## config.mk

```make
export PLATFORM = sky130hd
export DESIGN_NAME = brpa_unit
export DESIGN_NICKNAME = d
export VERILOG_FILES = /design/src/include/brpa_pkg.sv /design/src/hw/brpa_unit.sv
export SDC_FILE = /design/constraint.sdc
export NUM_CORES = 1
export LEC_CHECK = 0
export BUFFER_PORTS_ARGS = -buffer_cell sky130_fd_sc_hd__buf_2
export CORE_UTILIZATION = 60
export DETAILED_ROUTE_END_ITERATION = 8
export PLACE_DENSITY = 0.95
export SLEW_MARGIN = 20
export SYNTH_ARGS = -nofsm -noshare
export SYNTH_HDL_FRONTEND = slang
export SYNTH_SLANG_ARGS = --single-unit
```

## constraint.sdc

```tcl
create_clock -name clock -period 1.4 [get_ports clock]
set_input_delay 0 -clock clock [delete_from_list [all_inputs] [get_ports clock]]
set_output_delay 0 -clock clock [all_outputs]
set_load 0.005 [all_outputs]
```

## src/include/brpa_pkg.sv

```systemverilog
/*
 * Package for the byte-reverse and parallel-add execution slice:
 * operation codes, lane widths and register-number constants.
 * Assumes a 32-bit datapath and a 4-bit register number from the decoder.
 */
package brpa_pkg;

    // ------------------------------------------------------------
    // widths
    // ------------------------------------------------------------
    localparam int BRPA_WORD = 32;
    localparam int BRPA_HALF = 16;
    localparam int BRPA_BYTE = 8;
    localparam int BRPA_REGW = 4;

    // ------------------------------------------------------------
    // reserved register numbers the decoder must never present
    // ------------------------------------------------------------
    localparam logic [3:0] BRPA_STACK_POINTER_REG = 4'hd;
    localparam logic [3:0] BRPA_PROGRAM_COUNTER_REG = 4'hf;

    // ------------------------------------------------------------
    // operation codes
    // ------------------------------------------------------------
    typedef enum logic [3:0] {
        BRPA_OP_WORD_BYTE_SWAP = 4'h0,
        BRPA_OP_HALF_PAIR_SWAP = 4'h1,
        BRPA_OP_SIGNED_LOW_SWAP = 4'h2,
        BRPA_OP_WORD_BIT_MIRROR = 4'h3,
        BRPA_OP_DUAL_HALF_SUM = 4'h4,
        BRPA_OP_QUAD_BYTE_SUM = 4'h5,
        BRPA_OP_DUAL_HALF_HSUM = 4'h6,
        BRPA_OP_QUAD_BYTE_HSUM = 4'h7,
        BRPA_OP_HSUM_DIFF_XCHG = 4'h8,
        BRPA_OP_HDIFF_SUM_XCHG = 4'h9
    } brpa_op_t;

    // reset values of the result stage
    localparam logic [31:0] BRPA_RESULT_RESET = 32'h0000_0000;
    localparam logic [3:0] BRPA_DEST_RESET = 4'h0;

endpackage

```

## src/hw/brpa_unit.sv

```systemverilog
/*
 * Single-cycle execution slice: byte/bit reversal and signed parallel
 * lane arithmetic, one registered result per issued legal operation whose condition passes.
 * Assumes the decoder has already resolved the condition code into
 * cond_pass and presents operands read from the register file.
 */
// What this block does
// - word swap reverses the four bytes end to end.
// - halfword swap exchanges bytes inside each halfword, halfwords stay put.
// - signed halfword swap makes 32-bit signed result in opposite byte order.
// - swap bottom halfword bytes, then sign-extend into upper sixteen bits.
// - bit mirror puts operand bit i at result bit 31 minus i.
// - no operation here ever alters the N, Z, C, V flags.
// - dual half sum adds matching signed halfwords independently.
// - quad byte sum adds four signed bytes with no carry between lanes.
// - each lane sum lands in the lane position it came from.
// - halving sums add lanes then shift each sum right by one.
// - sum-diff exchange top is (a.top + b.bottom) halved.
// - sum-diff exchange bottom is (a.bottom - b.top) halved.
// - diff-sum exchange top is a.top-b.bottom, bottom a.bottom+b.top, halved.
// - omitted destination writes the result back to the first operand register.
// - every operation obeys the condition pass gate when qualified.
`timescale 1ns/1ps

module brpa_unit
    import brpa_pkg::*;
#(
    parameter int WORD_W = BRPA_WORD
) (
    input wire logic clock,
    input wire logic rst_n,
    input wire logic issue,
    input wire brpa_op_t op,
    input wire logic cond_pass,
    input wire logic dest_given,
    input wire logic [3:0] dest_reg,
    input wire logic [3:0] first_operand_reg,
    input wire logic [3:0] second_operand_reg,
    input wire logic [31:0] first_operand,
    input wire logic [31:0] second_operand,
    output logic result_valid,
    output logic [31:0] result,
    output logic [3:0] result_reg,
    output logic flags_write
);

    // ------------------------------------------------------------
    // elaboration checks
    // ------------------------------------------------------------
    if (WORD_W != BRPA_WORD) begin : g_bad_width
        $error("brpa_unit serves only a 32-bit word");
    end

    // ------------------------------------------------------------
    // reversal datapath
    // ------------------------------------------------------------
    logic [31:0] word_swap;
    logic [31:0] half_swap;
    logic [31:0] signed_low_swap;
    logic [31:0] bit_mirror;

    assign word_swap = {first_operand[7:0], first_operand[15:8],
                        first_operand[23:16], first_operand[31:24]};
    assign half_swap = {first_operand[23:16], first_operand[31:24],
                        first_operand[7:0], first_operand[15:8]};
    // swap low half, sign from the byte now on top
    assign signed_low_swap = {{BRPA_HALF{first_operand[7]}},
                              first_operand[7:0], first_operand[15:8]};

    for (genvar i = 0; i < BRPA_WORD; i++) begin : g_mirror
        assign bit_mirror[i] = first_operand[BRPA_WORD - 1 - i];
    end

    // ------------------------------------------------------------
    // lane arithmetic
    // ------------------------------------------------------------
    logic [31:0] byte_sum;
    logic [31:0] byte_hsum;
    logic [31:0] half_sum;
    logic [31:0] half_hsum;
    logic [16:0] xa_top;
    logic [16:0] xa_bot;
    logic [16:0] xs_top;
    logic [16:0] xs_bot;

    // byte lanes, no carry between them
    for (genvar b = 0; b < 4; b++) begin : g_byte
        logic [8:0] wide;
        assign wide = {first_operand[b*8+7], first_operand[b*8 +: 8]}
                    + {second_operand[b*8+7], second_operand[b*8 +: 8]};
        assign byte_sum[b*8 +: 8] = wide[7:0];
        assign byte_hsum[b*8 +: 8] = wide[8:1];
    end

    for (genvar h = 0; h < 2; h++) begin : g_half
        logic [16:0] wide;
        assign wide = {first_operand[h*16+15], first_operand[h*16 +: 16]}
                    + {second_operand[h*16+15], second_operand[h*16 +: 16]};
        assign half_sum[h*16 +: 16] = wide[15:0];
        assign half_hsum[h*16 +: 16] = wide[16:1];
    end

    // sum top / difference bottom, exchanged halves
    assign xa_top = {first_operand[31], first_operand[31:16]}
                  + {second_operand[15], second_operand[15:0]};
    assign xa_bot = {first_operand[15], first_operand[15:0]}
                  - {second_operand[31], second_operand[31:16]};
    // difference top / sum bottom, exchanged halves
    assign xs_top = {first_operand[31], first_operand[31:16]}
                  - {second_operand[15], second_operand[15:0]};
    assign xs_bot = {first_operand[15], first_operand[15:0]}
                  + {second_operand[31], second_operand[31:16]};

    // ------------------------------------------------------------
    // result select
    // ------------------------------------------------------------
    logic [31:0] next_result;

    // codes beyond the last operation are illegal, so a default stands
    always_comb begin
        unique case (op)
            BRPA_OP_WORD_BYTE_SWAP: next_result = word_swap;
            BRPA_OP_HALF_PAIR_SWAP: next_result = half_swap;
            BRPA_OP_SIGNED_LOW_SWAP: next_result = signed_low_swap;
            BRPA_OP_WORD_BIT_MIRROR: next_result = bit_mirror;
            BRPA_OP_DUAL_HALF_SUM: next_result = half_sum;
            BRPA_OP_QUAD_BYTE_SUM: next_result = byte_sum;
            BRPA_OP_DUAL_HALF_HSUM: next_result = half_hsum;
            BRPA_OP_QUAD_BYTE_HSUM: next_result = byte_hsum;
            BRPA_OP_HSUM_DIFF_XCHG: next_result = {xa_top[16:1], xa_bot[16:1]};
            BRPA_OP_HDIFF_SUM_XCHG: next_result = {xs_top[16:1], xs_bot[16:1]};
            default: next_result = BRPA_RESULT_RESET;
        endcase
    end

    // ------------------------------------------------------------
    // writeback stage
    // ------------------------------------------------------------
    logic next_valid;
    logic [3:0] next_reg;

    // a failed condition retires with no write
    assign next_valid = issue && cond_pass && (op <= BRPA_OP_HDIFF_SUM_XCHG);
    // no destination given, first operand register takes it
    assign next_reg = dest_given ? dest_reg : first_operand_reg;

    // write strobe is one cycle; data held until the next valid issue
    always_ff @(posedge clock or negedge rst_n) begin
        if (!rst_n) begin
            result_valid <= 1'b0;
            result <= BRPA_RESULT_RESET;
            result_reg <= BRPA_DEST_RESET;
        end else begin
            result_valid <= next_valid;
            if (next_valid) begin
                result <= next_result;
                result_reg <= next_reg;
            end
        end
    end

    // flags write strobe held low forever
    always_ff @(posedge clock or negedge rst_n) begin
        if (!rst_n) begin
            flags_write <= 1'b0;
        end else begin
            flags_write <= 1'b0;
        end
    end
endmodule

```

==> impl_metrics.csv, run 1 <==
group,metric,value,unit
run_status,status,"did not finish",
run_status,stop_stage,"4_1_cts",
run_status,error,"[ERROR DPL-0038] Utilization greater than 100%, impossible to legalize",
logic_synthesis,yosysSeqAreaShare,13.3,%
placed_design,dp_slack,-1.77,ns
clocking,post-cts-setup-buffers,41,
die,row_count,38,
clocking,clock_path_buffers,2,
clocking,clkSinkCount,37,
clocking,cts-root-buf,"clkbuf_16",
clocking,cts_buffers,5,
clocking,cts-hold-fix-buffers,1,
logic_synthesis,ys_ff_latch,37,
clocking,cts.htree.levels,2,
die,start_util,62.8,%
die,die_w,110,um
logic_synthesis,netlist_instances,945,
placed_design,gp_congestion,1.21,
placed_design,portBuffers,117,
placed_design,hpwl,33.0,mm
die,io_pins,123,
logic_synthesis,synth_cell_types,75,
clocking,cts_resized,194,
logic_synthesis,ys_warn_count,0,
logic_synthesis,synth_ff_type,"dfrtp_1",
logic_synthesis,synth_edf_count,0,
logic_synthesis,synth_nets,1100,
logic_synthesis,synth-async-reset-ratio,100,%
logic_synthesis,syn_area_per_cell,7.36,um^2
die,die_y,110,um
logic_synthesis,syn_area,6950,um^2
[cell usage after synthesis, types with 10 or more instances]
cell type	instances	area, um^2
nand4_1	10	62.6
xor2_1	41	359
nand3_1	12	60.1
o21a_1	11	82.6
a211oi_1	21	158
mux2_2	10	113
nand2_1	93	349
nand2b_1	10	62.6
nor2b_1	10	62.6
a31oi_1	27	169
ha_1	64	801
mux2i_1	12	120
xnor2_1	53	464
clkbuf_1	39	146
nor2_1	70	263
a21oi_1	111	556
a22oi_1	10	75.1
dfrtp_1	37	926
nor3_1	21	105
a21o_1	20	150
inv_1	14	52.6
a221oi_1	25	219
o21ai_0	75	375
[cell families after synthesis]
kind of cell,share of synthesized area (%)
simple gates,17.9
compound gates,36.1
buf+inv,4.23
mux,3.35
fa+ha+maj,13.2
flops,13.3
xor+xnor,11.8
other cells,0.0539
[through the flow]
step                util, %  instances  cell area, um^2  hold WS (ns)
detailed placement     93.3       1485            10300        0.0737
global placement       93.3       1485            10300        0.0592
floorplan                 -        945             7350        -0.296
==> run 2: changes to the inputs <==
--- a/config.mk
+++ b/config.mk
@@ -6,9 +6,9 @@
 export NUM_CORES = 1
 export LEC_CHECK = 0
 export BUFFER_PORTS_ARGS = -buffer_cell sky130_fd_sc_hd__buf_2
-export CORE_UTILIZATION = 60
+export CORE_UTILIZATION = 40
 export DETAILED_ROUTE_END_ITERATION = 8
-export PLACE_DENSITY = 0.95
+export PLACE_DENSITY_LB_ADDON = 0.15
 export SLEW_MARGIN = 20
 export SYNTH_ARGS = -nofsm -noshare
 export SYNTH_HDL_FRONTEND = slang
==> run 2 against run 1 <==
Synthesized cell count unchanged. The flow now finishes, with violations (setup timing). Area after synthesis unchanged.
==> impl_metrics.csv, run 2 <==
group,metric,value,unit
logic_synthesis,ys_ff_latch,37,
final_layout,layout_common_cells,"buf_4 (383), buf_2 (107), a21oi_1 (92), nand2_1 (87), nor2_1 (64)",
critical_path,cp-endpoint,"result[14]",
route,wire_per_inst,21.6,um
clocking,clk_latency,0.28,ns
clocking,clk_pin_slew,0.06,ns
critical_path,cp_cell_sequence,"buf_8 -> inv_6 -> ha_4 -> nor4b_4 -> nand2_2 -> o41ai_2 -> xnor2_1 -> ha_1 -> buf_6 -> a21oi_2 -> o21ai_1 -> or3_1 -> a41oi_2 -> xor2_1 -> o22ai_1 -> o22a_1",
logic_synthesis,netlist_instances,945,
job,drv_cap,0,
critical_path,end_kind,"flop",
logic_synthesis,yosysSeqAreaShare,13.3,%
timing,slew_headroom,56.5,%
placed_design,placed_area,10700,um^2
timing,clock_skew,0,ns
timing,worst_slew_pin_slew,0.649,ns
final_layout,area_delta_synth_final,67.3,%
critical_path,r2r-start,"result[15]",
logic_synthesis,synth_top_area_share,13.3,%
clocking,clkSinkCount,37,
final_layout,fin_area,11600,um^2
timing,timing.hold.ws,0.0213,ns
route,met2RoutedLength,14.9,mm
timing,max_freq,402,MHz
final_layout,layout_commonest_cell,"buf_4",
route,drt-initial-drc-count,854,
logic_synthesis,synth-async-reset-ratio,100,%
global_routing,antenna_found_initial,0,
critical_path,path_class,"in2reg",
route,drc,0,
critical_path,crit_family,"compound AO/OA/AOI/OAI gates",
global_routing,grt_max_degree,48,
global_routing,grtUsageTotal,38.9,%
route,wl_met1,15.4,mm
logic_synthesis,synth_edf_count,0,
final_layout,instances_no_fill,1626,
clocking,clock_path_buffers,2,
critical_path,path_max_fanout,3,
placed_design,gp_congestion,1.01,
logic_synthesis,synth_top_area_cell,"dfrtp_1",
route,via_per_inst,5.92,
critical_path,critical_path_depth,16,
critical_path,cp_data_arrival_time,2.66,ns
clocking,cts-root-buf,"clkbuf_16",
final_layout,drive_above_1_share,47.2,%
route,dr_total_vias,9628,
logic_synthesis,ys_warn_count,0,
power_and_ir_drop,powerDensity,704,nW/um^2
run_status,violations,"setup timing",
logic_synthesis,synth_common_cells,"a21oi_1 (111), nand2_1 (93), o21ai_0 (75)",
placed_design,portBuffers,117,
die,die_w,134,um
final_layout,largest_reg_flops,36,
logic_synthesis,syn_area,6950,um^2
die,die_area,17900,um^2
logic_synthesis,synth.most_common_cell,"a21oi_1",
die,row_count,47,
global_routing,grt_first_pass_wirelength,52.9,mm
timing,finalCritPeriodShare,178,%
global_routing,grt-ovfl-total,0,
timing,finalWorstSetupSlack,-1.09,ns
run_status,status,"finished, violations left",
critical_path,crit_required,1.57,ns
clocking,cts_buffers,5,
route,wl_met3,2.97,mm
clocking,cts.htree.levels,2,
final_layout,diodes,0,
die,die_y,134,um
timing,hold_viol_final,0,
die,start_util,41.5,%
logic_synthesis,synth_area_leaders,"dfrtp_1 (13%), ha_1 (12%), a21oi_1 (8.0%)",
route,ant_nets,0,
critical_path,worstRegToRegCells,1,
critical_path,cp-startpoint,"second_operand[16]",
final_layout,nets,1560,
die,coreArea,16800,um^2
critical_path,crit_buf_inv,3,
critical_path,critical_path.slowest_cell,"or3_1",
route,routed.top_layer,"met4",
global_routing,grt_pass1_vias,9181,
logic_synthesis,synth_cell_types,75,
power_and_ir_drop,p_leak,5.36,nW
die,io_pins,123,
timing,rsz0062_at_grt,"true",
timing,layout_min_cycle_time,2.49,ns
critical_path,worstReg2RegEnd,"result[15]",
clocking,tritoncts,"yes",
timing,maxSlewViolCount,0,
power_and_ir_drop,vdd_ir_drop_max,0.690,mV
placed_design,dp_cells,1605,
route,firstDrtPassIters,6,
critical_path,startpoint_type,"input port",
placed_design,hpwl,29.1,mm
logic_synthesis,syn_area_per_cell,7.36,um^2
logic_synthesis,synth_nets,1100,
hold_path,hp-class,"in2reg",
critical_path,cpPeakStageDelay,0.38,ns
logic_synthesis,synth_ff_type,"dfrtp_1",
route,routed_wl,35.1,mm
critical_path,reg2reg_slack,0.62,ns
timing,finalSetupViolCount,32,
-- run 2: cell counts after synthesis --
Identical to the previous run, type by type.
-- run 2: repair_timing --
action / 4_1_cts / 5_1_grt
gates resized for setup: 99 / 38
setup buffers: 9 / 4
pin swaps: 58 / 26
endpoints found under the hold margin: 37 / 0
hold buffers: 1 / 0
gates cloned: 0 / 0
setup endpoints to repair: 32 / 32
-- run 2: metal layers --
layer / global-route usage, % / vias up
li1: - / 4516
met1: 54.6 / 4489
met2: 58.1 / 537
met3: 4.91 / 86
met4: 19.9 / 0
met5: 0 / -
-- run 2: where the power goes --
group | switching, mW | internal [mW]
clock | 0.452 | 0.653
sequential | 0.121 | 1.29
combinational | 2.91 | 2.76
total | 3.49 | 4.70
-- run 2: per-stage QoR --
stage	total power, mW	worst slack [ns]	setup TNS [ns]	utilization (%)
2_1_floorplan	3.89	-1.32	-27.41	-
3_3_place_gp	6.50	-1.51	-36.81	63.9
3_5_place_dp	6.55	-1.56	-38.28	63.9
4_1_cts	7.96	-1.07	-24.80	68.1
5_1_grt	8.64	-1.19	-29.31	69.4
6_report	8.19	-1.09	-25.71	69.4
-- run 2: cells by family (layout without fill, tap and decap cells) --
kind of cell,count (synthesis),in the layout,synth area share (%)
buffers and inverters,70,531,4.23
multiplexers,22,22,3.35
adder cells (fa/ha/maj),70,70,13.2
AND/OR/NAND/NOR,265,265,17.9
AO/OA/AOI/OAI,386,386,36.1
XOR/XNOR,94,94,11.8
flip-flops,37,37,13.3
other,1,1,0.0539
-- run 2: final cells by class --
class | instances | area (um^2)
fillers | 1451 | 5130
clock inverters | 3 | 17.5
inverters | 15 | 81.3
well taps | 220 | 275
multi-input cells | 838 | 6570
repair buffers | 508 | 3640
flip-flops and latches | 37 | 926
clock buffers | 5 | 125
-- run 2: worst min path at each step --
stage / start / end / slack [ns] / depth (start not counted)
global placement: rst_n / result[10] / 0.07 / 2
detailed placement: rst_n / result[6] / 0.08 / 2
finish: dest_reg[0] / result_reg[0] / 0.02 / 3
floorplan: rst_n / result[0] / -0.30 / 0
CTS: dest_reg[0] / result_reg[0] / 0.02 / 3
global route: dest_reg[0] / result_reg[0] / 0.03 / 3
-- run 2: worst min-delay path: cells and delay by family --
| kind | cells | cell delay (ns) |
|---|---|---|
| compound gates | 1 | 0.14 |
| mux | 1 | 0.05 |
| buf+inv | 1 | 0.08 |
(Power assumes the default switching activity.)
